**config.mk**
```make
export PLATFORM = sky130hd
export DESIGN_NAME = viu_ctrl
export DESIGN_NICKNAME = d
export VERILOG_FILES = /design/src/include/viu_pkg.sv /design/src/rtl/viu_slot_arbiter.sv /design/src/rtl/viu_ctrl.sv
export VERILOG_INCLUDE_DIRS = /design/src /design/src/include
export SDC_FILE = /design/constraint.sdc
export NUM_CORES = 2
export LEC_CHECK = 0
export BUFFER_PORTS_ARGS = -buffer_cell sky130_fd_sc_hd__buf_2
export CORE_ASPECT_RATIO = 0.7
export CORE_UTILIZATION = 29
export DETAILED_ROUTE_END_ITERATION = 8
export GPL_ROUTABILITY_DRIVEN = 0
export PLACE_DENSITY = 0.4
export SYNTH_ARGS = -nofsm -noshare
export SYNTH_HDL_FRONTEND = slang
export SYNTH_SLANG_ARGS = --single-unit
```
**constraint.sdc**
```tcl
create_clock -name I_CLK -period 4.4 [get_ports I_CLK]
set_input_delay 0.44 -clock I_CLK [delete_from_list [all_inputs] [get_ports I_CLK]]
set_output_delay 0.44 -clock I_CLK [all_outputs]
set_load 0.01 [all_outputs]
```
**src/include/viu_map.svh**
```systemverilog
// register offsets, field positions, reset values for the vector interrupt unit
`ifndef VIU_MAP_SVH
`define VIU_MAP_SVH

`define VIU_OFF_RAW         12'h000
`define VIU_OFF_FAST        12'h004
`define VIU_OFF_NORMAL      12'h008
`define VIU_OFF_SRC_EN      12'h00C
`define VIU_OFF_CLASS       12'h010
`define VIU_OFF_VECT        12'h014
`define VIU_OFF_DEFAULT     12'h018
`define VIU_OFF_EVT         12'h01C
`define VIU_OFF_EVT_MASK    12'h020
`define VIU_PAGE_SLOT_CTRL  4'h1
`define VIU_PAGE_SLOT_ADDR  4'h2

`define VIU_SLOT_EN_BIT     5
`define VIU_SLOT_SEL_MSB    4
`define VIU_SLOT_CTRL_W     6
`define VIU_NUM_SLOTS       16
`define VIU_NUM_SRC         32

`define VIU_EVT_FAST        0
`define VIU_EVT_NORMAL      1
`define VIU_EVT_W           2

`define VIU_RST_WORD        32'h0000_0000
`define VIU_RST_CTRL        6'h00
`define VIU_RST_EVT         2'h0

`endif

```
**src/include/viu_pkg.sv**
```systemverilog
// shared types of the vector interrupt unit
package viu_pkg;
	typedef logic [31:0] viu_word_t;
	typedef logic [3:0]  viu_slot_idx_t;
	typedef logic [15:0] viu_slot_vec_t;
	typedef logic [3:0]  viu_strb_t;
	typedef logic [11:0] viu_addr_t;
endpackage

```
**src/rtl/viu_slot_arbiter.sv**
```systemverilog
// fixed-priority pick among the sixteen vectored slots
`timescale 1ns/1ns
`default_nettype none
module viu_slot_arbiter (
	input  wire viu_pkg::viu_slot_vec_t i_slot_req,
	output var  logic                   o_valid,
	output var  viu_pkg::viu_slot_idx_t o_idx
);
	import viu_pkg::*;

	// slot 0 wins
	// scan from the top so the lowest index is written last and wins
	always_comb begin
		o_valid = 1'b0;
		o_idx   = 4'h0;
		for (int n = 15; n >= 0; n--) begin
			if (i_slot_req[n]) begin
				o_valid = 1'b1;
				o_idx   = 4'(n);
			end
		end
	end
endmodule
`default_nettype wire

```
**src/rtl/viu_ctrl.sv**
```systemverilog
// vector interrupt unit: classing, slot arbitration, apb registers
//
// Chosen here: the APB slave port and the address map.
`timescale 1ns/1ns
`default_nettype none
`include "viu_map.svh"

module viu_ctrl (
	input  wire logic               I_CLK,
	input  wire logic               I_SYS_RST,
	input  wire viu_pkg::viu_word_t I_IRQ_SRC,
	input  wire logic               I_PSEL,
	input  wire logic               I_PENABLE,
	input  wire logic               I_PWRITE,
	input  wire viu_pkg::viu_word_t I_PADDR,
	input  wire viu_pkg::viu_word_t I_PWDATA,
	input  wire viu_pkg::viu_strb_t I_PSTRB,
	output var  viu_pkg::viu_word_t O_PRDATA,
	output var  logic               O_PREADY,
	output var  logic               O_PSLVERR,
	output var  logic               O_FAST_INTERRUPT_REQUEST,
	output var  logic               O_NORMAL_INTERRUPT_REQUEST,
	output var  logic               O_INT
);
	import viu_pkg::*;

	// byte-lane merge for the 32-bit writable registers
	function automatic viu_word_t merge_strb(input viu_word_t old_val, input viu_word_t wdata,
		input viu_strb_t strb);
		viu_word_t res;
		res = old_val;
		for (int b = 0; b < 4; b++) begin
			if (strb[b]) begin
				res[b*8 +: 8] = wdata[b*8 +: 8];
			end
		end
		return res;
	endfunction

	viu_word_t                      src_enable;
	viu_word_t                      class_fast;
	viu_word_t                      default_addr;
	logic [`VIU_EVT_W-1:0]          evt_mask;
	logic [`VIU_EVT_W-1:0]          evt_status;
	logic [`VIU_EVT_W-1:0]          next_evt;
	logic [`VIU_SLOT_CTRL_W-1:0]    slot_ctrl [`VIU_NUM_SLOTS];
	viu_word_t                      slot_addr [`VIU_NUM_SLOTS];
	viu_word_t                      vect_addr;
	viu_word_t                      req_en;
	viu_word_t                      fast_act;
	viu_word_t                      norm_act;
	viu_slot_vec_t                  slot_req;
	logic                           win_valid;
	viu_slot_idx_t                  win_idx;
	viu_word_t                      next_prdata;
	logic                           next_slverr;
	logic                           access;
	logic                           done_wr;
	logic                           done_rd;
	viu_addr_t                      addr;
	viu_slot_idx_t                  slot_sel;
	logic                           in_slot_ctrl;
	logic                           in_slot_addr;
	logic                           next_fast;
	logic                           next_normal;

	assign addr         = I_PADDR[11:0];
	assign slot_sel     = addr[5:2];
	assign in_slot_ctrl = (addr[11:8] == `VIU_PAGE_SLOT_CTRL) && (addr[7:6] == 2'h0) && (I_PADDR[31:12] == 20'h0);
	assign in_slot_addr = (addr[11:8] == `VIU_PAGE_SLOT_ADDR) && (addr[7:6] == 2'h0) && (I_PADDR[31:12] == 20'h0);
	assign access       = I_PSEL && I_PENABLE;
	// the request is taken only at the edge where pready is seen high
	assign done_wr      = access && O_PREADY && I_PWRITE && !O_PSLVERR;
	assign done_rd      = access && O_PREADY && !I_PWRITE;

	// peripheral lines are levels on this clock, used unsynchronised
	assign req_en = I_IRQ_SRC & src_enable;

	assign fast_act = req_en & class_fast;
	assign norm_act = req_en & ~class_fast;

	always_comb begin
		slot_req = 16'h0000;
		for (int n = 0; n < `VIU_NUM_SLOTS; n++) begin
			slot_req[n] = slot_ctrl[n][`VIU_SLOT_EN_BIT] && norm_act[slot_ctrl[n][`VIU_SLOT_SEL_MSB:0]];
		end
	end

	viu_slot_arbiter u_arb (
		.i_slot_req (slot_req),
		.o_valid    (win_valid),
		.o_idx      (win_idx)
	);

	assign next_fast   = |fast_act;
	// non-vectored sources only reach this merge, never the vector
	assign next_normal = |norm_act;

	// arbitration reevaluated every cycle from current settings
	always_ff @(posedge I_CLK) begin
		if (I_SYS_RST) begin
			O_FAST_INTERRUPT_REQUEST   <= 1'b0;
			O_NORMAL_INTERRUPT_REQUEST <= 1'b0;
			vect_addr                  <= `VIU_RST_WORD;
		end else begin
			O_FAST_INTERRUPT_REQUEST   <= next_fast;
			O_NORMAL_INTERRUPT_REQUEST <= next_normal;
			vect_addr                  <= win_valid ? slot_addr[win_idx] : default_addr;
		end
	end

	// apb handshake: one wait state on every access
	always_ff @(posedge I_CLK) begin
		if (I_SYS_RST) begin
			O_PREADY  <= 1'b0;
			O_PRDATA  <= `VIU_RST_WORD;
			O_PSLVERR <= 1'b0;
		end else begin
			O_PREADY <= access && !O_PREADY;
			if (access && !O_PREADY) begin
				O_PRDATA  <= I_PWRITE ? `VIU_RST_WORD : next_prdata;
				O_PSLVERR <= next_slverr;
			end else begin
				O_PRDATA  <= `VIU_RST_WORD;
				O_PSLVERR <= 1'b0;
			end
		end
	end

	// read decode; unmapped addresses answer with an error
	always_comb begin
		next_prdata = `VIU_RST_WORD;
		next_slverr = 1'b0;
		if (in_slot_ctrl) begin
			next_prdata = {26'h0, slot_ctrl[slot_sel]};
		end else if (in_slot_addr) begin
			next_prdata = slot_addr[slot_sel];
		end else if (I_PADDR[31:12] != 20'h0) begin
			next_slverr = 1'b1;
		end else begin
			case (addr)
				`VIU_OFF_RAW: begin
					next_prdata = I_IRQ_SRC;
				end
				`VIU_OFF_FAST: begin
					next_prdata = fast_act;
				end
				`VIU_OFF_NORMAL: begin
					next_prdata = norm_act;
				end
				`VIU_OFF_SRC_EN: begin
					next_prdata = src_enable;
				end
				`VIU_OFF_CLASS: begin
					next_prdata = class_fast;
				end
				`VIU_OFF_VECT: begin
					next_prdata = vect_addr;
				end
				`VIU_OFF_DEFAULT: begin
					next_prdata = default_addr;
				end
				`VIU_OFF_EVT: begin
					next_prdata = {30'h0, evt_status};
				end
				`VIU_OFF_EVT_MASK: begin
					next_prdata = {30'h0, evt_mask};
				end
				default: begin
					next_slverr = 1'b1;
				end
			endcase
		end
	end

	// global configuration registers
	always_ff @(posedge I_CLK) begin
		if (I_SYS_RST) begin
			src_enable   <= `VIU_RST_WORD;
			class_fast   <= `VIU_RST_WORD;
			default_addr <= `VIU_RST_WORD;
			evt_mask     <= `VIU_RST_EVT;
		end else if (done_wr && !in_slot_ctrl && !in_slot_addr) begin
			case (addr)
				`VIU_OFF_SRC_EN: begin
					src_enable <= merge_strb(src_enable, I_PWDATA, I_PSTRB);
				end
				`VIU_OFF_CLASS: begin
					class_fast <= merge_strb(class_fast, I_PWDATA, I_PSTRB);
				end
				`VIU_OFF_DEFAULT: begin
					default_addr <= merge_strb(default_addr, I_PWDATA, I_PSTRB);
				end
				`VIU_OFF_EVT_MASK: begin
					evt_mask <= I_PSTRB[0] ? I_PWDATA[`VIU_EVT_W-1:0] : evt_mask;
				end
				default: begin
					src_enable <= src_enable;
				end
			endcase
		end
	end

	// slot rewrites apply to the next cycle's pick
	always_ff @(posedge I_CLK) begin
		if (I_SYS_RST) begin
			for (int n = 0; n < `VIU_NUM_SLOTS; n++) begin
				slot_ctrl[n] <= `VIU_RST_CTRL;
				slot_addr[n] <= `VIU_RST_WORD;
			end
		end else if (done_wr && in_slot_ctrl && I_PSTRB[0]) begin
			slot_ctrl[slot_sel] <= I_PWDATA[`VIU_SLOT_CTRL_W-1:0];
		end else if (done_wr && in_slot_addr) begin
			slot_addr[slot_sel] <= merge_strb(slot_addr[slot_sel], I_PWDATA, I_PSTRB);
		end
	end

	// sticky events: only bits already returned are cleared, and a new set wins
	always_comb begin
		next_evt = evt_status;
		if (done_rd && !in_slot_ctrl && !in_slot_addr && addr == `VIU_OFF_EVT) begin
			next_evt = evt_status & ~O_PRDATA[`VIU_EVT_W-1:0];
		end
		if (next_fast && !O_FAST_INTERRUPT_REQUEST) begin
			next_evt[`VIU_EVT_FAST] = 1'b1;
		end
		if (next_normal && !O_NORMAL_INTERRUPT_REQUEST) begin
			next_evt[`VIU_EVT_NORMAL] = 1'b1;
		end
	end

	always_ff @(posedge I_CLK) begin
		if (I_SYS_RST) begin
			evt_status <= `VIU_RST_EVT;
			O_INT      <= 1'b0;
		end else begin
			evt_status <= next_evt;
			O_INT      <= |(next_evt & evt_mask);
		end
	end
endmodule
`default_nettype wire

```
==> summary.json <==
{
  "outcome": {
    "outcome": "completed"
  },
  "sta": {
    "fmax_mhz": 233,
    "total_setup_violations_reported_at_the_end_of_the_flow": 0,
    "timing_max_transition_violations_final": 0,
    "timing_worst_slew_pin_value_ps": 1270,
    "slew_headroom": 0.156,
    "post-route-period-util": 0.975,
    "minimum_clock_period_after_layout_ps": 4290,
    "hold_viol_final": 0,
    "clock-skew-final_ps": 46.9,
    "totalNegativeSetupSlack_ps": 0
  },
  "layout": {
    "final.fill_count": 14900,
    "final_core_util": 0.350,
    "final_design_area_no_fill_um2": 52900,
    "flow.area_growth_from_synthesis_pct": 19.5,
    "post_route_cells_drive_above_1_share": 0.276,
    "fin_nets": 4324,
    "instances_no_fill": 6287
  },
  "yosys": {
    "synth.cell_area_um2": 44200,
    "synth_top_area_share": 0.413,
    "yosys.area.top_type": "edfxtp_1",
    "post_synth_most_frequent_cells": "nor2_1, edfxtp_1, nand2_1",
    "synthFlopType": "edfxtp_1",
    "synthesized_instance_count": 3944,
    "synth.avg_cell_area_um2": 11.2,
    "synth-edff-count": 608,
    "netlist_top_cells_area": "edfxtp_1, mux4_2, dfxtp_1",
    "synth_seq_cells": 777,
    "ys_async_sr_fraction": 0,
    "syn-num-nets": 4049,
    "yosysSeqAreaShare": 0.489,
    "synth_warnings": 0,
    "synth_cell_type_count": 85,
    "synthMostInstantiatedCell": "nor2_1"
  },
  "job": {
    "max_cap_violations": 0
  },
  "clock_network": {
    "cts_buffer_count": 82,
    "clk_path_buf_depth": 3,
    "clock_tree.htree_level_count": 3,
    "buffer_cell_driving_the_clock_tree_root": "clkbuf_16",
    "clkSlewWorstSetupHoldPaths_ps": 70,
    "tritoncts_clock_tree": "yes",
    "clock_sinks": 777,
    "worstSkewPairLatency_ps": 720
  },
  "pwr": {
    "p_comb_frac": 0.150,
    "p_sw_mw": 5.30,
    "share_of_power_burned_in_registers": 0.453,
    "cellLeakagePower_nw": 18.3,
    "vdd.ir_drop.worst_mv": 0.415,
    "pwr-share-clk": 0.397,
    "pwr_dens_nw_per_um2": 350,
    "cellInternalPower_mw": 13.2,
    "switching_share": 0.287
  },
  "worst_setup_path": {
    "critical_path.endpoint_type": "register",
    "cp_data_required_time_ps": 4950,
    "r2r_start": "class_fast[21]",
    "criticalPathCategory": "reg2reg",
    "worstSetupStartpointType": "register",
    "worstSetupStartpoint": "class_fast[21]",
    "worst-path-max-fanout": 21,
    "r2r_slack_ps": 110,
    "worst-endpoint-arrival_ps": 4850
  },
  "place": {
    "dp_cells": 6123,
    "dp_hpwl_um": 155000,
    "placed_cell_area_um2": 50100,
    "numPortBuffers": 141
  },
  "grt": {
    "globalRoute.totalOverflow": 0,
    "grt_pass1_vias": 35400,
    "grt_max_degree": 63,
    "initial_antenna_violation_count": 16,
    "grt_usage": 0.284,
    "grt_pass1_wl_um": 302000
  },
  "drt": {
    "viasPerCell": 6.09,
    "routed_wl_um": 223000,
    "ant_nets": 0,
    "detailedRoute.firstIterationViolations": 5943,
    "detail_route.drc_violations": 0,
    "route.detailed.wl_per_inst_um": 35.5,
    "drt_pre_antenna_iters": 7,
    "detailroute.via_count": 38300
  },
  "floorplan": {
    "number_of_cell_rows": 119,
    "fp.dieW_um": 469,
    "fp.coreArea_um2": 151000,
    "die-area_um2": 154000,
    "top_ports": 142,
    "die-height_um": 329,
    "floorplan.initialDensity": 0.293
  },
  "worst_hold_path": {
    "holdCritStartpoint": "I_PWDATA[11]",
    "hold_class": "in2reg"
  }
}
==> layer usage <==
layer	GRT usage	share of wire
met1	0.441	0.46
met4	0.0604	0.023
met3	0.102	0.13
met2	0.365	0.38
met5	0	0.00038
==> critical path, stage by stage (launching register included) <==
cell and delay [ps]:
dfxtp_1 430, and3b_1 360, mux4_2 540, a211oi_1 510, o32a_1 290, a21boi_2 350, buf_4 190, a2111oi_4 60
buf_4 170, nor2_4 120, buf_4 450, o2111ai_1 240, a41oi_1 320, a2111oi_2 60
==> power groups by stage <==
stage	sequential (mW)	combinational, mW	clock (mW)
global placement	8.53	2.73	0
floorplan	8.36	1.45	0
CTS	8.36	2.74	7.47
global route	8.39	2.87	7.72
detailed placement	8.52	2.72	0
finish	8.39	2.77	7.35
==> path summary, 6_finish.rpt <==
kind,endpoint,cells after the start
worst max-delay path,vect_addr[26],13
worst min-delay path,src_enable[11],3
worst max register to register,vect_addr[26],13
worst min register to register,default_addr[13],2
==> state kept, by name (all words and copies together), names as in the netlist <==
signal / flops
O_PSLVERR: 1
O_INT: 1
src_enable: 32
O_PREADY: 1
O_PRDATA: 32
slot_addr: 512
default_addr: 32
O_NORMAL_INTERRUPT_REQUEST: 1
O_FAST_INTERRUPT_REQUEST: 1
evt_status: 2
evt_mask: 2
slot_ctrl: 96
class_fast: 32
vect_addr: 32
==> layout make-up <==
type	count	area [µm²]	area share
diodes	5	12.5	0.000237
clock buffers	105	2210	0.0419
clock inverters	46	480	0.00909
inverters	80	300	0.00568
multi-input cells	2696	20900	0.396
flip-flops and latches	777	21600	0.409
well taps	1996	2500	0.0472
repair buffers	582	4790	0.0906
==> cell usage in the layout (no fill, tap or decap), types with 33 or more instances in the layout <==
master,count
buf_4,382
o21ai_0,134
a21oi_1,123
o22ai_1,43
o2111ai_1,67
nand2_1,270
mux4_2,292
a41oi_1,33
buf_12,59
inv_1,77
edfxtp_1,608
dfxtp_1,168
nand2_2,34
buf_2,136
mux2i_1,110
a31oi_1,38
nand3_1,195
a2111oi_2,33
a22oi_1,33
nand3b_1,45
and2_1,101
mux2_2,67
nand4_1,81
nor2_1,660
clkbuf_16,83
and3_1,39
==> cell families after synthesis <==
kind of cell | count (synthesis) | synth area share
mux | 469 | 0.191
flops | 777 | 0.489
simple gates | 1553 | 0.163
buf+inv | 471 | 0.0436
compound gates | 674 | 0.113
==> stage by stage <==
step                power [mW]  worst slack (ps)  hold WS, ps
detailed placement        11.2             -86.2          470
global placement          11.3              -122          463
global route              19.0             -1.51         23.8
finish                    18.5               109         42.7
floorplan                 9.81               679          444
CTS                       18.6              51.5         7.91
==> what timing repair did <==
item / CTS / global route
hold endpoints to repair: 1 / 0
buffers inserted: 0 / 7
endpoints found under the setup margin: 0 / 29
hold buffers: 1 / 0
resized for setup: 0 / 7
Power figures use the tool's default switching activity.
